--- src/core/aer_pkg.sv ---
// Behaviour
// (RL1) Severity bit one makes an uncorrectable class fatal, zero makes it nonfatal.
// (RL2) Severity register lives at extended config offset 10Ch, 32 bits, mixed access.
// (RL3) Severity register resets to 0006 2031h on fundamental reset.
// (RL4) Severity bits 20 to 12 and 4 are read/write, one per class.
// (RL5) Reserved severity bits 5 and 0 are read-only and read as one.
// (RL6) Reserved severity ranges 31:21, 11:6 and 3:1 read as zero.
// (RL7) Sticky bits clear only on fundamental reset, from PCIe or global reset.
// (RL8) Correctable status register at offset 110h, 32 bits, resets to zero.
// (RL9) Status flags clear only on a written one; a zero leaves them.
// (RL10) Status bit 13 sets when an advisory nonfatal error is reported.
// (RL11) Status bit 12 sets when the retransmit timer expires.
// (RL12) Status bit 8 sets when the retransmit attempt counter wraps.
// (RL13) Status bit 7 sets on a coding error inside a link packet.
// (RL14) Status bit 6 sets on a coding error inside a transaction packet.
// (RL15) Status bit 0 sets on any coding error at all.
// (RL16) Reserved status ranges 31:14, 11:9 and 5:1 read as zero.
// (RL17) A set correctable mask bit blocks the flag and the message.
// (RL18) An unmasked uncorrectable error picks fatal or nonfatal from its severity bit.
package aer_pkg;

	// Register offsets in extended configuration space
	localparam logic [11:0] AER_SEV_OFFSET    = 12'h10c;
	localparam logic [11:0] AER_STATUS_OFFSET = 12'h110;

	// Severity register layout
	localparam logic [31:0] AER_SEV_RESET   = 32'h0006_2011;
	localparam logic [31:0] AER_SEV_WR_MASK = 32'h001f_f010;
	localparam logic [31:0] AER_SEV_RO_ONES = 32'h0000_0021;

	// Correctable status layout
	localparam logic [31:0] AER_STS_RESET     = 32'h0000_0000;
	localparam logic [31:0] AER_STS_IMPL_MASK = 32'h0000_31c1;
	localparam int          AER_STS_ADVISORY  = 13;
	localparam int          AER_STS_RETX_TMO  = 12;
	localparam int          AER_STS_RETX_WRAP = 8;
	localparam int          AER_STS_LINK_CODE = 7;
	localparam int          AER_STS_TXN_CODE  = 6;
	localparam int          AER_STS_RX_CODE   = 0;

	// Configuration access request
	typedef struct packed {
		logic        rd;
		logic        wr;
		logic [11:0] addr;
		logic [3:0]  be;
		logic [31:0] wdata;
	} aer_cfg_req_s;

	// Correctable error events, one-cycle pulses
	typedef struct packed {
		logic advisory_nonfatal;
		logic retransmit_timer_expired;
		logic retransmit_wrap;
		logic link_packet_code_error;
		logic transaction_packet_code_error;
		logic receiver_code_error;
	} aer_corr_evt_s;

	// Expand byte enables into a bit mask
	function automatic logic [31:0] aer_be_mask(input logic [3:0] be);
		aer_be_mask = {{8{be[3]}}, {8{be[2]}}, {8{be[1]}}, {8{be[0]}}};
	endfunction : aer_be_mask

endpackage : aer_pkg

--- src/core/aer_sev_corr_regs.sv ---
`timescale 1ns/1ns
`default_nettype none
module aer_sev_corr_regs (
	input  wire logic                   sys_clk,          // 25 MHz clock
	input  wire logic                   rst_n,            // Ordinary reset, active low
	input  wire logic                   pcie_reset_n,     // PCIe reset, active low
	input  wire logic                   global_reset_n,   // Global reset, active low
	input  wire aer_pkg::aer_cfg_req_s  cfg_req,          // Config access request
	input  wire aer_pkg::aer_corr_evt_s corr_evt,         // Correctable error pulses
	input  wire logic [31:0]            corr_mask,        // Correctable mask bits
	input  wire logic [31:0]            uncorr_evt,       // Uncorrectable error pulses
	input  wire logic [31:0]            uncorr_mask,      // Uncorrectable mask bits
	output var  logic [31:0]            cfg_rdata,        // Read data
	output var  logic                   cfg_rvalid,       // Read data valid pulse
	output var  logic [31:0]            severity,         // Current severity view
	output var  logic [31:0]            corr_status,      // Current status view
	output var  logic                   msg_fatal,        // Fatal message pulse
	output var  logic                   msg_nonfatal,     // Nonfatal message pulse
	output var  logic                   msg_correctable   // Correctable message pulse
);

	// Fundamental reset follows either reset input
	wire logic fundamental_reset_n = pcie_reset_n & global_reset_n; // RL7
	wire logic core_rst_n          = rst_n & fundamental_reset_n;

	logic [31:0] sev_reg;
	logic [31:0] sev_next;
	logic        adv_reg;
	logic        adv_next;
	logic [31:0] sticky_reg;
	logic [31:0] sticky_next;
	logic [31:0] rdata_reg;
	logic [31:0] rdata_next;
	logic        rvalid_reg;
	logic        fatal_reg;
	logic        fatal_next;
	logic        nonfatal_reg;
	logic        nonfatal_next;
	logic        corr_msg_reg;
	logic        corr_msg_next;
	logic [31:0] sev_out_reg;
	logic [31:0] sts_out_reg;

	// Address decode and byte lane mask
	wire logic        hit_sev   = cfg_req.addr == aer_pkg::AER_SEV_OFFSET;    // RL2
	wire logic        hit_sts   = cfg_req.addr == aer_pkg::AER_STATUS_OFFSET; // RL8
	wire logic [31:0] lane_mask = aer_pkg::aer_be_mask(cfg_req.be);
	wire logic        wr_sev    = cfg_req.wr & hit_sev;
	wire logic        wr_sts    = cfg_req.wr & hit_sts;

	// Severity view: stored writable bits plus fixed ones
	wire logic [31:0] sev_view = (sev_reg & aer_pkg::AER_SEV_WR_MASK)
		| aer_pkg::AER_SEV_RO_ONES;                                          // RL5 RL6

	// Raw correctable events mapped to status positions
	wire logic [31:0] corr_raw = ({31'h0000_0000, corr_evt.advisory_nonfatal}
		<< aer_pkg::AER_STS_ADVISORY)                                        // RL10
		| ({31'h0000_0000, corr_evt.retransmit_timer_expired}
		<< aer_pkg::AER_STS_RETX_TMO)                                        // RL11
		| ({31'h0000_0000, corr_evt.retransmit_wrap}
		<< aer_pkg::AER_STS_RETX_WRAP)                                       // RL12
		| ({31'h0000_0000, corr_evt.link_packet_code_error}
		<< aer_pkg::AER_STS_LINK_CODE)                                       // RL13
		| ({31'h0000_0000, corr_evt.transaction_packet_code_error}
		<< aer_pkg::AER_STS_TXN_CODE)                                        // RL14
		| ({31'h0000_0000, corr_evt.receiver_code_error
		| corr_evt.link_packet_code_error
		| corr_evt.transaction_packet_code_error}
		<< aer_pkg::AER_STS_RX_CODE);                                        // RL15

	// Masked classes neither flag nor report
	wire logic [31:0] corr_set = corr_raw & ~corr_mask
		& aer_pkg::AER_STS_IMPL_MASK;                                        // RL17

	// Write-one-to-clear bits; a zero leaves the flag alone
	wire logic [31:0] corr_clr = wr_sts ? (cfg_req.wdata & lane_mask) : 32'h0000_0000; // RL9

	// Status view, reserved bits forced to zero
	wire logic [31:0] sts_view = ((sticky_reg
		& ~(32'h0000_0001 << aer_pkg::AER_STS_ADVISORY))
		| ({31'h0000_0000, adv_reg} << aer_pkg::AER_STS_ADVISORY))
		& aer_pkg::AER_STS_IMPL_MASK;                                        // RL16

	// Unmasked uncorrectable classes split by severity
	wire logic [31:0] uncorr_live = uncorr_evt & ~uncorr_mask & aer_pkg::AER_SEV_WR_MASK;

	// Next severity: enabled byte lanes of writable bits only
	always_comb begin
		sev_next = sev_reg;
		if (wr_sev) begin
			sev_next = (sev_reg & ~(lane_mask & aer_pkg::AER_SEV_WR_MASK))
				| (cfg_req.wdata & lane_mask & aer_pkg::AER_SEV_WR_MASK); // RL4
		end
	end

	// Next status: set wins over a clear in the same cycle
	always_comb begin
		sticky_next = ((sticky_reg & ~corr_clr) | corr_set) & aer_pkg::AER_STS_IMPL_MASK;
		adv_next    = (adv_reg & ~corr_clr[aer_pkg::AER_STS_ADVISORY])
			| corr_set[aer_pkg::AER_STS_ADVISORY];                   // RL10
	end

	// Read mux and message selection
	always_comb begin
		rdata_next = 32'h0000_0000;
		if (hit_sev) begin
			rdata_next = sev_view;
		end else if (hit_sts) begin
			rdata_next = sts_view;
		end
		fatal_next    = |(uncorr_live & sev_view);                   // RL1 RL18
		nonfatal_next = |(uncorr_live & ~sev_view);                  // RL1 RL18
		corr_msg_next = |corr_set;                                   // RL17
	end

	// Severity holds its value across ordinary resets
	always_ff @(posedge sys_clk or negedge fundamental_reset_n) begin
		if (!fundamental_reset_n) begin
			sev_reg <= aer_pkg::AER_SEV_RESET;                           // RL3 RL7
		end else begin
			sev_reg <= sev_next;
		end
	end

	// Sticky status flags, fundamental reset only
	always_ff @(posedge sys_clk or negedge fundamental_reset_n) begin
		if (!fundamental_reset_n) begin
			sticky_reg <= aer_pkg::AER_STS_RESET;                        // RL7 RL8
		end else begin
			sticky_reg <= sticky_next;
		end
	end

	// Advisory flag is not sticky
	always_ff @(posedge sys_clk or negedge core_rst_n) begin
		if (!core_rst_n) begin
			adv_reg <= 1'b0;
		end else begin
			adv_reg <= adv_next;
		end
	end

	// Read answer one cycle after the request
	always_ff @(posedge sys_clk or negedge core_rst_n) begin
		if (!core_rst_n) begin
			rdata_reg  <= 32'h0000_0000;
			rvalid_reg <= 1'b0;
		end else begin
			rvalid_reg <= cfg_req.rd;
			if (cfg_req.rd) begin
				rdata_reg <= rdata_next;
			end
		end
	end

	// Message pulses and exported views
	always_ff @(posedge sys_clk or negedge core_rst_n) begin
		if (!core_rst_n) begin
			fatal_reg    <= 1'b0;
			nonfatal_reg <= 1'b0;
			corr_msg_reg <= 1'b0;
			sev_out_reg  <= aer_pkg::AER_SEV_RESET | aer_pkg::AER_SEV_RO_ONES;
			sts_out_reg  <= aer_pkg::AER_STS_RESET;
		end else begin
			fatal_reg    <= fatal_next;
			nonfatal_reg <= nonfatal_next;
			corr_msg_reg <= corr_msg_next;
			sev_out_reg  <= sev_view;
			sts_out_reg  <= sts_view;
		end
	end

	// Outputs straight from flops
	assign cfg_rdata       = rdata_reg;
	assign cfg_rvalid      = rvalid_reg;
	assign severity        = sev_out_reg;
	assign corr_status     = sts_out_reg;
	assign msg_fatal       = fatal_reg;
	assign msg_nonfatal    = nonfatal_reg;
	assign msg_correctable = corr_msg_reg;

	// Helper: first cycle after fundamental reset; ordinary reset keeps it
	logic chk_run_reg;
	always_ff @(posedge sys_clk or negedge fundamental_reset_n) begin
		if (!fundamental_reset_n) begin
			chk_run_reg <= 1'b0;
		end else begin
			chk_run_reg <= 1'b1;
		end
	end
endmodule : aer_sev_corr_regs
`default_nettype wire

--- config.mk ---
export PLATFORM = sky130hd
export DESIGN_NAME = aer_sev_corr_regs
export DESIGN_NICKNAME = d
export VERILOG_FILES = /design/src/core/aer_pkg.sv /design/src/core/aer_sev_corr_regs.sv
export SDC_FILE = /design/constraint.sdc
export NUM_CORES = 1
export LEC_CHECK = 0
export BUFFER_PORTS_ARGS = -buffer_cell sky130_fd_sc_hd__buf_4
export CAP_MARGIN = 25
export CORE_AREA = 2 2 99 101
export CTS_BUF_LIST = sky130_fd_sc_hd__clkbuf_8
export DETAILED_ROUTE_END_ITERATION = 10
export DIE_AREA = 0 0 101 103
export HOLD_SLACK_MARGIN = 0.08
export PLACE_DENSITY = 0.66
export SETUP_SLACK_MARGIN = 0.15
export SLEW_MARGIN = 25
export SYNTH_ARGS = -nofsm -noshare
export SYNTH_HDL_FRONTEND = slang
export SYNTH_SLANG_ARGS = --single-unit
--- constraint.sdc ---
create_clock -name sys_clk -period 1.6 [get_ports sys_clk]
set_input_delay 0.32 -clock sys_clk [delete_from_list [all_inputs] [get_ports sys_clk]]
set_output_delay 0.32 -clock sys_clk [all_outputs]
set_load 0.05 [all_outputs]
* Word-level counts from Yosys, hierarchy flattened
Cells that the tools add are included.
** Storage, ports and cells
- Register bits :: 91
- Input port bits :: 156
- Output and inout bits :: 100
- Logic and storage cells :: 47
** Cells by class
- Equal/unequal tests :: 2
- Muxes and demuxes :: 3
- Bitwise logic cells :: 29
- Reduce and logical (&&, ||, !) cells :: 3
** Operator list (count)
- 21-bit inverter with 32-bit output :: 2
- 32-bit OR reduction :: 2
- 21-bit bitwise AND :: 3
- 21-bit by 32-bit bitwise AND with 32-bit output :: 1
- 32-bit bitwise AND :: 1
- 32-bit two-way mux :: 1
- 32-bit by 21-bit OR with 32-bit output :: 1
- 14-bit bitwise AND :: 2
- 14-bit two-way mux :: 2
- 14-bit inverter :: 2
- 12-bit by 9-bit equality test with 1-bit output, second input constant :: 2
- 21-bit inverter :: 1
- 13-bit by 14-bit OR with 14-bit output :: 1
- 14-bit by 1-bit OR with 14-bit output :: 1
- 14-bit by 13-bit OR with 14-bit output :: 1
- 14-bit OR :: 1
- 14-bit by 7-bit OR with 14-bit output :: 1
- 14-bit by 8-bit OR with 14-bit output :: 1
- 14-bit by 9-bit OR with 14-bit output :: 1
- 6-bit OR reduction :: 1
- 1-bit bitwise AND :: 5
- 1-bit OR :: 3
- 1-bit inverter :: 1

* Depth between registers and ports, before layout
Gate-level depths: netlist (run 1).
- Depth after elaboration :: 7
- Gate-level depth with buffers :: 5

* Least setup slack after synthesis (run 1)
OpenSTA, ideal clock, no wires.
- Path kind :: input to register
- Start :: in cfg_req[37] (netlist name)
- End :: reg rdata_reg[15] (netlist: cfg_rdata[15])
- Library setup time :: 0.083 ns
- Arrival :: 1.773 ns
- Data required time :: 1.517 ns
- Setup slack :: -0.256 ns
- Cell stages on the path :: 5
- Path through :: or4_4 > buf_6 > or4_4 > buf_6 > o22ai_2
** Between the ends
- Cells in the longest elaborated chain, start to end :: 2
** RTL lines
- from (decl) :: line aer_sev_corr_regs.sv:8 : input wire aer_pkg::aer_cfg_req_s cfg_req,
- 12-bit by 9-bit equality test with 1-bit output :: line aer_sev_corr_regs.sv:45 : wire logic hit_sev = cfg_req.addr == aer_pkg::AER_SEV_OFFSET;
- 32-bit two-way mux :: line aer_sev_corr_regs.sv:106 : if (hit_sev) begin
- to (signal assigned) :: line aer_sev_corr_regs.sv:151 : rdata_reg <= rdata_next;
- to (decl) :: line aer_sev_corr_regs.sv:32 : logic [31:0] rdata_reg;
No other way between the ends.
A chain may end at the register's enable or synchronous reset.

* Final worst setup path (run 1)
- Start :: in cfg_req[37] (netlist name)
- End :: reg rdata_reg[18] (netlist: cfg_rdata[18])
The elaborated chain is that of the path after synthesis.

==> results of run 1 <==
[synthesized netlist by cell type (all sizes together)]
cell type	number	area (um^2)
a21oi	1	5.000
a2bb2oi	1	8.760
a31oi	4	25.02
a32o	1	10.01
a32oi	1	8.760
and2	5	31.28
and3	1	6.260
buf	69	525.5
clkbuf	1	3.750
conb	2	7.510
dfrtp	43	1076
dfstp	8	210.2
inv	29	108.9
mux2	10	112.6
nand2b	7	43.79
nand3	1	5.000
nand3b	10	75.07
nand4	3	18.77
nand4b	3	26.28
nor2	2	7.510
nor2b	3	18.77
nor3	1	5.000
nor3b	8	60.06
nor4	7	73.82
o211ai	1	12.51
o21a	1	7.510
o21ai	1	5.000
o221ai	2	30.03
o22ai	11	131.4
or3	3	18.77
or3b	1	8.760
or4	3	33.78
[metal layers]
metal  track usage, %  up-vias  share of wire [%]
met3            2.237        4                8.2
met2            21.74      107                 51
met1            15.35      937                 40
li1                 -      932                  -
met4            3.222        0               0.55
met5                0        -                  0
[kinds of logic after synthesis]
| family | after synthesis |
|---|---|
| simple gates | 58 |
| compound gates | 24 |
| flops | 51 |
| buf+inv | 99 |
| mux | 10 |
| other cells | 2 |
[final cells by class]
| type | instances | area, um^2 |
|---|---|---|
| clock buffer | 5 | 68.82 |
| clock inverter | 3 | 20.02 |
| fill | 941 | 5771 |
| inverter | 29 | 108.9 |
| multi-input combinational | 158 | 1116 |
| sequential | 51 | 1286 |
| tap | 114 | 142.6 |
| timing repair buffer | 119 | 945.9 |
[where the power goes]
| group | total [mW] | internal [mW] | switching, mW |
|---|---|---|---|
| clock | 0.735 | 0.305 | 0.430 |
| sequential | 1.30 | 1.29 | 0.00228 |
| combinational | 0.610 | 0.159 | 0.451 |
[worst max path at each step]
stage,start,endpoint,slack [ns],cells after the start
floorplan,cfg_req[37],cfg_rdata[15]$_DFFE_PN0P_,-0.21,5
CTS,cfg_req[37],flip-flop,-0.01,5
detailed placement,cfg_req[37],flip-flop,-0.46,5
global placement,cfg_req[37],flip-flop,-0.48,5
finish,cfg_req[37],cfg_rdata[18]$_DFFE_PN0P_,-0.02,5
global route,cfg_req[37],cfg_rdata[15]$_DFFE_PN0P_,-0.06,5
[layout by cell type, fill, tap and decap left out, drive strengths merged]
master       netlist  routed
dlygate4sd3        0       2
or3b               1       1
nand4              3       3
o211ai             1       1
a31oi              4       4
mux2              10      10
dfstp              8       8
buf               69     117
or4                3       4
nor3               1       1
clkinvlp           0       2
or3                3       3
nor3b              8       8
inv               29      29
a32o               1       1
o22ai             11      11
and2               5       5
a32oi              1       1
and3               1       1
nand4b             3       3
nor4               7       7
clkbuf             1       5
nor2b              3       3
nand3b            10      10
nor2               2       2
o21ai              1       1
o221ai             2       2
clkinv             0       1
dfrtp             43      43
a2bb2oi            1       1
nand2b             7       7
conb               2      65
nand3              1       1
a21oi              1       1
o21a               1       1
[stage by stage]
stage,hold slack [ns],area (um^2),utilization [%],TNS (ns)
after floorplan,0.3122,2990,-,-4.519
after global placement,0.3600,3445,36.42,-8.334
after detailed placement,0.3603,3445,36.42,-8.894
after CTS,0.1712,3657,38.66,-0.01197
after global routing,0.1710,3689,38.99,-0.3048
final,0.1778,3689,38.99,-0.08749
[worst max-delay path, delay by kind of cell]
| family | cells | cell delay, ns |
|---|---|---|
| simple gates | 2 | 1.17 |
| buf+inv | 2 | 0.26 |
| compound gates | 1 | 0.11 |
[what timing repair did]
action,4_1_cts,5_1_grt
hold buffers,2,0
gates cloned,1,0
pin swaps,2,1
setup endpoints to repair,30,35
resized for setup,14,3
hold endpoints to repair,11,0
buffers inserted,3,2
==> results_dict.tcl, run 1 <==
set metrics [dict create \
    outcome "finished with violations" \
    violations "setup timing" \
    end_kind "flip-flop" \
    fp-row-count 36 \
    leakage_nw 1.819 \
    wl_um 6529 \
    irDropWorstVdd_mv 0.3418 \
    setup_ws_ns -0.02419 \
    reg2reg_setup_slack_ns 0.32 \
    cts_tree "done" \
    die_area_um2 10400 \
    dpl.cell_count 463 \
    dr.pass1.iters 4 \
    rsz0062_at_grt "yes" \
    cp.arrival_ns 1.85 \
    layout.nets 520 \
    cts_num_sinks 51 \
    path_class "in -> reg" \
    avgSynthCellArea_um2 11.15 \
    place_ws_ns -0.4589 \
    drive_gt1_share_pct 46.03 \
    dp_hpwl_um 4961 \
    final_max_slew_viol_count 0 \
    grt_pass1_vias 1900 \
    fin_worst_skew_ns 0.007472 \
    critPathMaxStageDelay_ns 0.62 \
    synth_top_family_by_area "buffers and inverters" \
    coreArea_um2 9459 \
    synthAdderAreaFrac_pct 0 \
    ys_warn_count 0 \
    grt_pass1_wl_um 9646 \
    die_w_um 101 \
    yosysSeqAreaShare_pct 47.26 \
    syn2layout_area_growth_pct 35.54 \
    drt_first_iter_violations 51 \
    slowest_stage "or4_4" \
    path_max_fanout 7 \
    diodes 0 \
    numPortBuffers 101 \
    num_io_pins 256 \
    drv_cap 0 \
    netlist_area_um2 2721 \
    route.antenna.remaining_nets 0 \
    initial_core_util_pct 28.77 \
    final.period_utilization_pct 101.5 \
    synth_seq_cells 51 \
    dieHeight_um 103 \
    grt_antenna_before_repair 0 \
    startpoint_type "input port" \
    min_from "cfg_req[6]" \
    wl_per_cell_um 13.63 \
    synth_compound_area_share_pct 8.966 \
    path_cells "buf_6 -> or4_4 -> buf_12 -> or4_4 -> o22ai_2" \
    vias 1980 \
    gp_congestion 0.8004 \
    instances_no_fill 479 \
    cts_root_buf "clkbuf_8" \
    cp.required_ns 1.82 \
    post-route-min-period_ns 1.624 \
    total_power_mw 2.642 \
    hold_violations 0 \
    grt_max_degree 37 \
    htreeDepth 2 \
    synthXorXnorAreaFrac_pct 0 \
    cts_max_path_buffers 2 \
    grt_use_total_pct 12.23 \
    synthSimpleGateAreaFrac_pct 15.91 \
    synth_cells 244 \
    hold_path_depth 2 \
    clkLatencyLatePin_ns 0.30 \
    hold_path_class "in -> reg" \
    synth_mux_area_share_pct 4.138 \
    worstReg2RegEnd "msg_nonfatal$_DFF_PN0_" \
    powerDensity_nw_per_um2 716.3 \
    drc_errors 0 \
    cts.clk_slew.worst_paths_ns 0.10 \
    min_to "sticky_reg[6]$_DFF_PN0_" \
    setup_viol 7 \
    grt_overflow 0 \
    rr_worst_depth 3 \
    cts-buffers-inserted 5 \
    crit_top_cell "or4_4" \
    fmax_mhz 615.7 \
    synth_cell_types 36 \
    vias_per_cell 4.134 \
]
No activity file was read; power rests on OpenSTA's default activity.
==> inputs of run 2 (changes only) <==
clock period = 1.72 ns   (was 1.6 ns; I/O delays follow)
==> run 2 against run 1 <==
Net effect: the flow now finishes without violations; register-to-register slack better by 0.11 ns; wire length up 2.0%; final area down 0.58%; worst setup slack better by 0.099 ns; critical path type unchanged; sequential share of layout area up 0.20 points.
==> results_dict.tcl, run 2 (synthesis gave the netlist of run 1 again) <==
set metrics [dict create \
    irDropWorstVdd_mv 0.3592 \
    dieHeight_um 103 \
    htreeDepth 2 \
    grt_pass1_vias 1937 \
    setup_viol 0 \
    post-route-min-period_ns 1.645 \
    nFillCells 964 \
    critPathBufInv 3 \
    drc_errors 0 \
    vias 1988 \
    cts_max_path_buffers 2 \
    cp.arrival_ns 1.84 \
    cts-buffers-inserted 5 \
    dp_hpwl_um 4995 \
    crit_top_cell "buf_6" \
    diodes 0 \
    num_io_pins 256 \
    total_power_mw 2.516 \
    powerDensity_nw_per_um2 686.1 \
    path_max_fanout 7 \
    cts_tree "done" \
    fin_tns_setup_ns 0 \
    fmax_mhz 607.8 \
    path_class "in -> reg" \
    coreArea_um2 9459 \
    initial_core_util_pct 28.77 \
    hold_violations 0 \
    final_cell_mix "buf_4, conb_1, dfrtp_1, inv_1" \
    wl_per_cell_um 13.96 \
    clkLatencyLatePin_ns 0.30 \
    timing.hold.ws_ns 0.09938 \
    drive_gt1_share_pct 46.28 \
    wl_um 6659 \
    grt_overflow 0 \
    die_w_um 101 \
    gp_congestion 0.8255 \
    critPathMaxStageDelay_ns 0.60 \
    hold_path_class "in -> async" \
    postCtsHoldBufs 0 \
    path_cells "buf_6 -> or4_4 -> buf_6 -> nor4_4 -> buf_12 -> mux2_4" \
    final_common_cell "buf_4" \
    final_max_slew_viol_count 0 \
    cts.clk_slew.worst_paths_ns 0.10 \
    grt_max_degree 23 \
    fin_worst_skew_ns 0.006496 \
    cts_root_buf "clkbuf_8" \
    startpoint_type "input port" \
    path_delay_family "simple AND/OR/NAND/NOR gates" \
    syn2layout_area_growth_pct 34.76 \
    grt_use_total_pct 12.43 \
    vias_per_cell 4.168 \
    rsz0062_at_grt "yes" \
    grt_pass1_wl_um 9832 \
    die_area_um2 10400 \
    final.period_utilization_pct 95.65 \
    layout.nets 518 \
    reg2reg_setup_slack_ns 0.43 \
    outcome "complete, no violations" \
    slowest_stage "or4_4" \
    leakage_nw 1.804 \
    cp.required_ns 1.91 \
    route.antenna.remaining_nets 0 \
    drt_first_iter_violations 61 \
    grt_antenna_before_repair 0 \
    end_kind "flip-flop" \
    drv_cap 0 \
    dr.pass1.iters 4 \
    cts_num_sinks 51 \
    numPortBuffers 101 \
    fp-row-count 36 \
]
[run 2: final cells by class]
cell class / count / area (um^2) / area share [%]
clock buffers: 6 / 82.58 / 2.252
clock inverters: 2 / 16.27 / 0.4435
inverters: 29 / 108.9 / 2.968
multi-input cells: 158 / 1104 / 30.09
flip-flops and latches: 51 / 1286 / 35.07
well taps: 114 / 142.6 / 3.889
repair buffers: 117 / 927.1 / 25.28
[run 2: report_power, final]
group / leakage [nW] / switching, mW / internal [mW]
Sequential: 0.632 / 0.00199 / 1.20
Combinational: 1.13 / 0.421 / 0.147
Clock: 0.0474 / 0.413 / 0.329
Total: 1.80 / 0.836 / 1.68
[run 2: path summary, 6_finish.rpt]
kind / startpoint / endpoint / cells after the start
hold / removal: global_reset_n / sticky_reg[8]$_DFF_PN0_ / 3
setup / recovery: cfg_req[42] / flip-flop / 6
min in group sys_clk: cfg_req[6] / sticky_reg[6]$_DFF_PN0_ / 2
max in group asynchronous: pcie_reset_n / severity[18]$_DFF_PN1_ / 3
setup reg to reg: flip-flop / msg_nonfatal$_DFF_PN0_ / 3
hold reg to reg: adv_reg$_DFF_PN0_ / corr_status[13]$_DFF_PN0_ / 0
[run 2: routing by layer]
metal | global-route usage [%] | share of wire (%) | vias up | routed length [um]
li1 | - | - | 928 | -
met1 | 15.99 | 43 | 944 | 2843
met2 | 21.79 | 49 | 110 | 3270
met3 | 1.831 | 7.1 | 6 | 476
met4 | 3.638 | 1.0 | 0 | 69
met5 | 0 | 0 | - | 0
[run 2: through the flow]
| step | util (%) | std cells | cell area (um^2) | setup WS [ns] |
|---|---|---|---|---|
| floorplan | - | 307 | 2990 | -0.1094 |
| global placement | 36.47 | 462 | 3450 | -0.3553 |
| detailed placement | 36.47 | 462 | 3450 | -0.3010 |
| CTS | 38.19 | 474 | 3612 | 0.06359 |
| global route | 38.77 | 477 | 3667 | 0.02472 |
| finish | 38.77 | 477 | 3667 | 0.07474 |
[run 2: worst min-delay path: stages]
cell and delay [ns]:
buf_4 0.08, and2_1 0.11, buf_4 0.25
[run 2: repair_timing]
action | CTS | global route
buffers inserted | 3 | 3
pin swaps | 2 | 4
cloned | 1 | 0
setup endpoints to repair | 22 | 25
gates resized for setup | 8 | 4
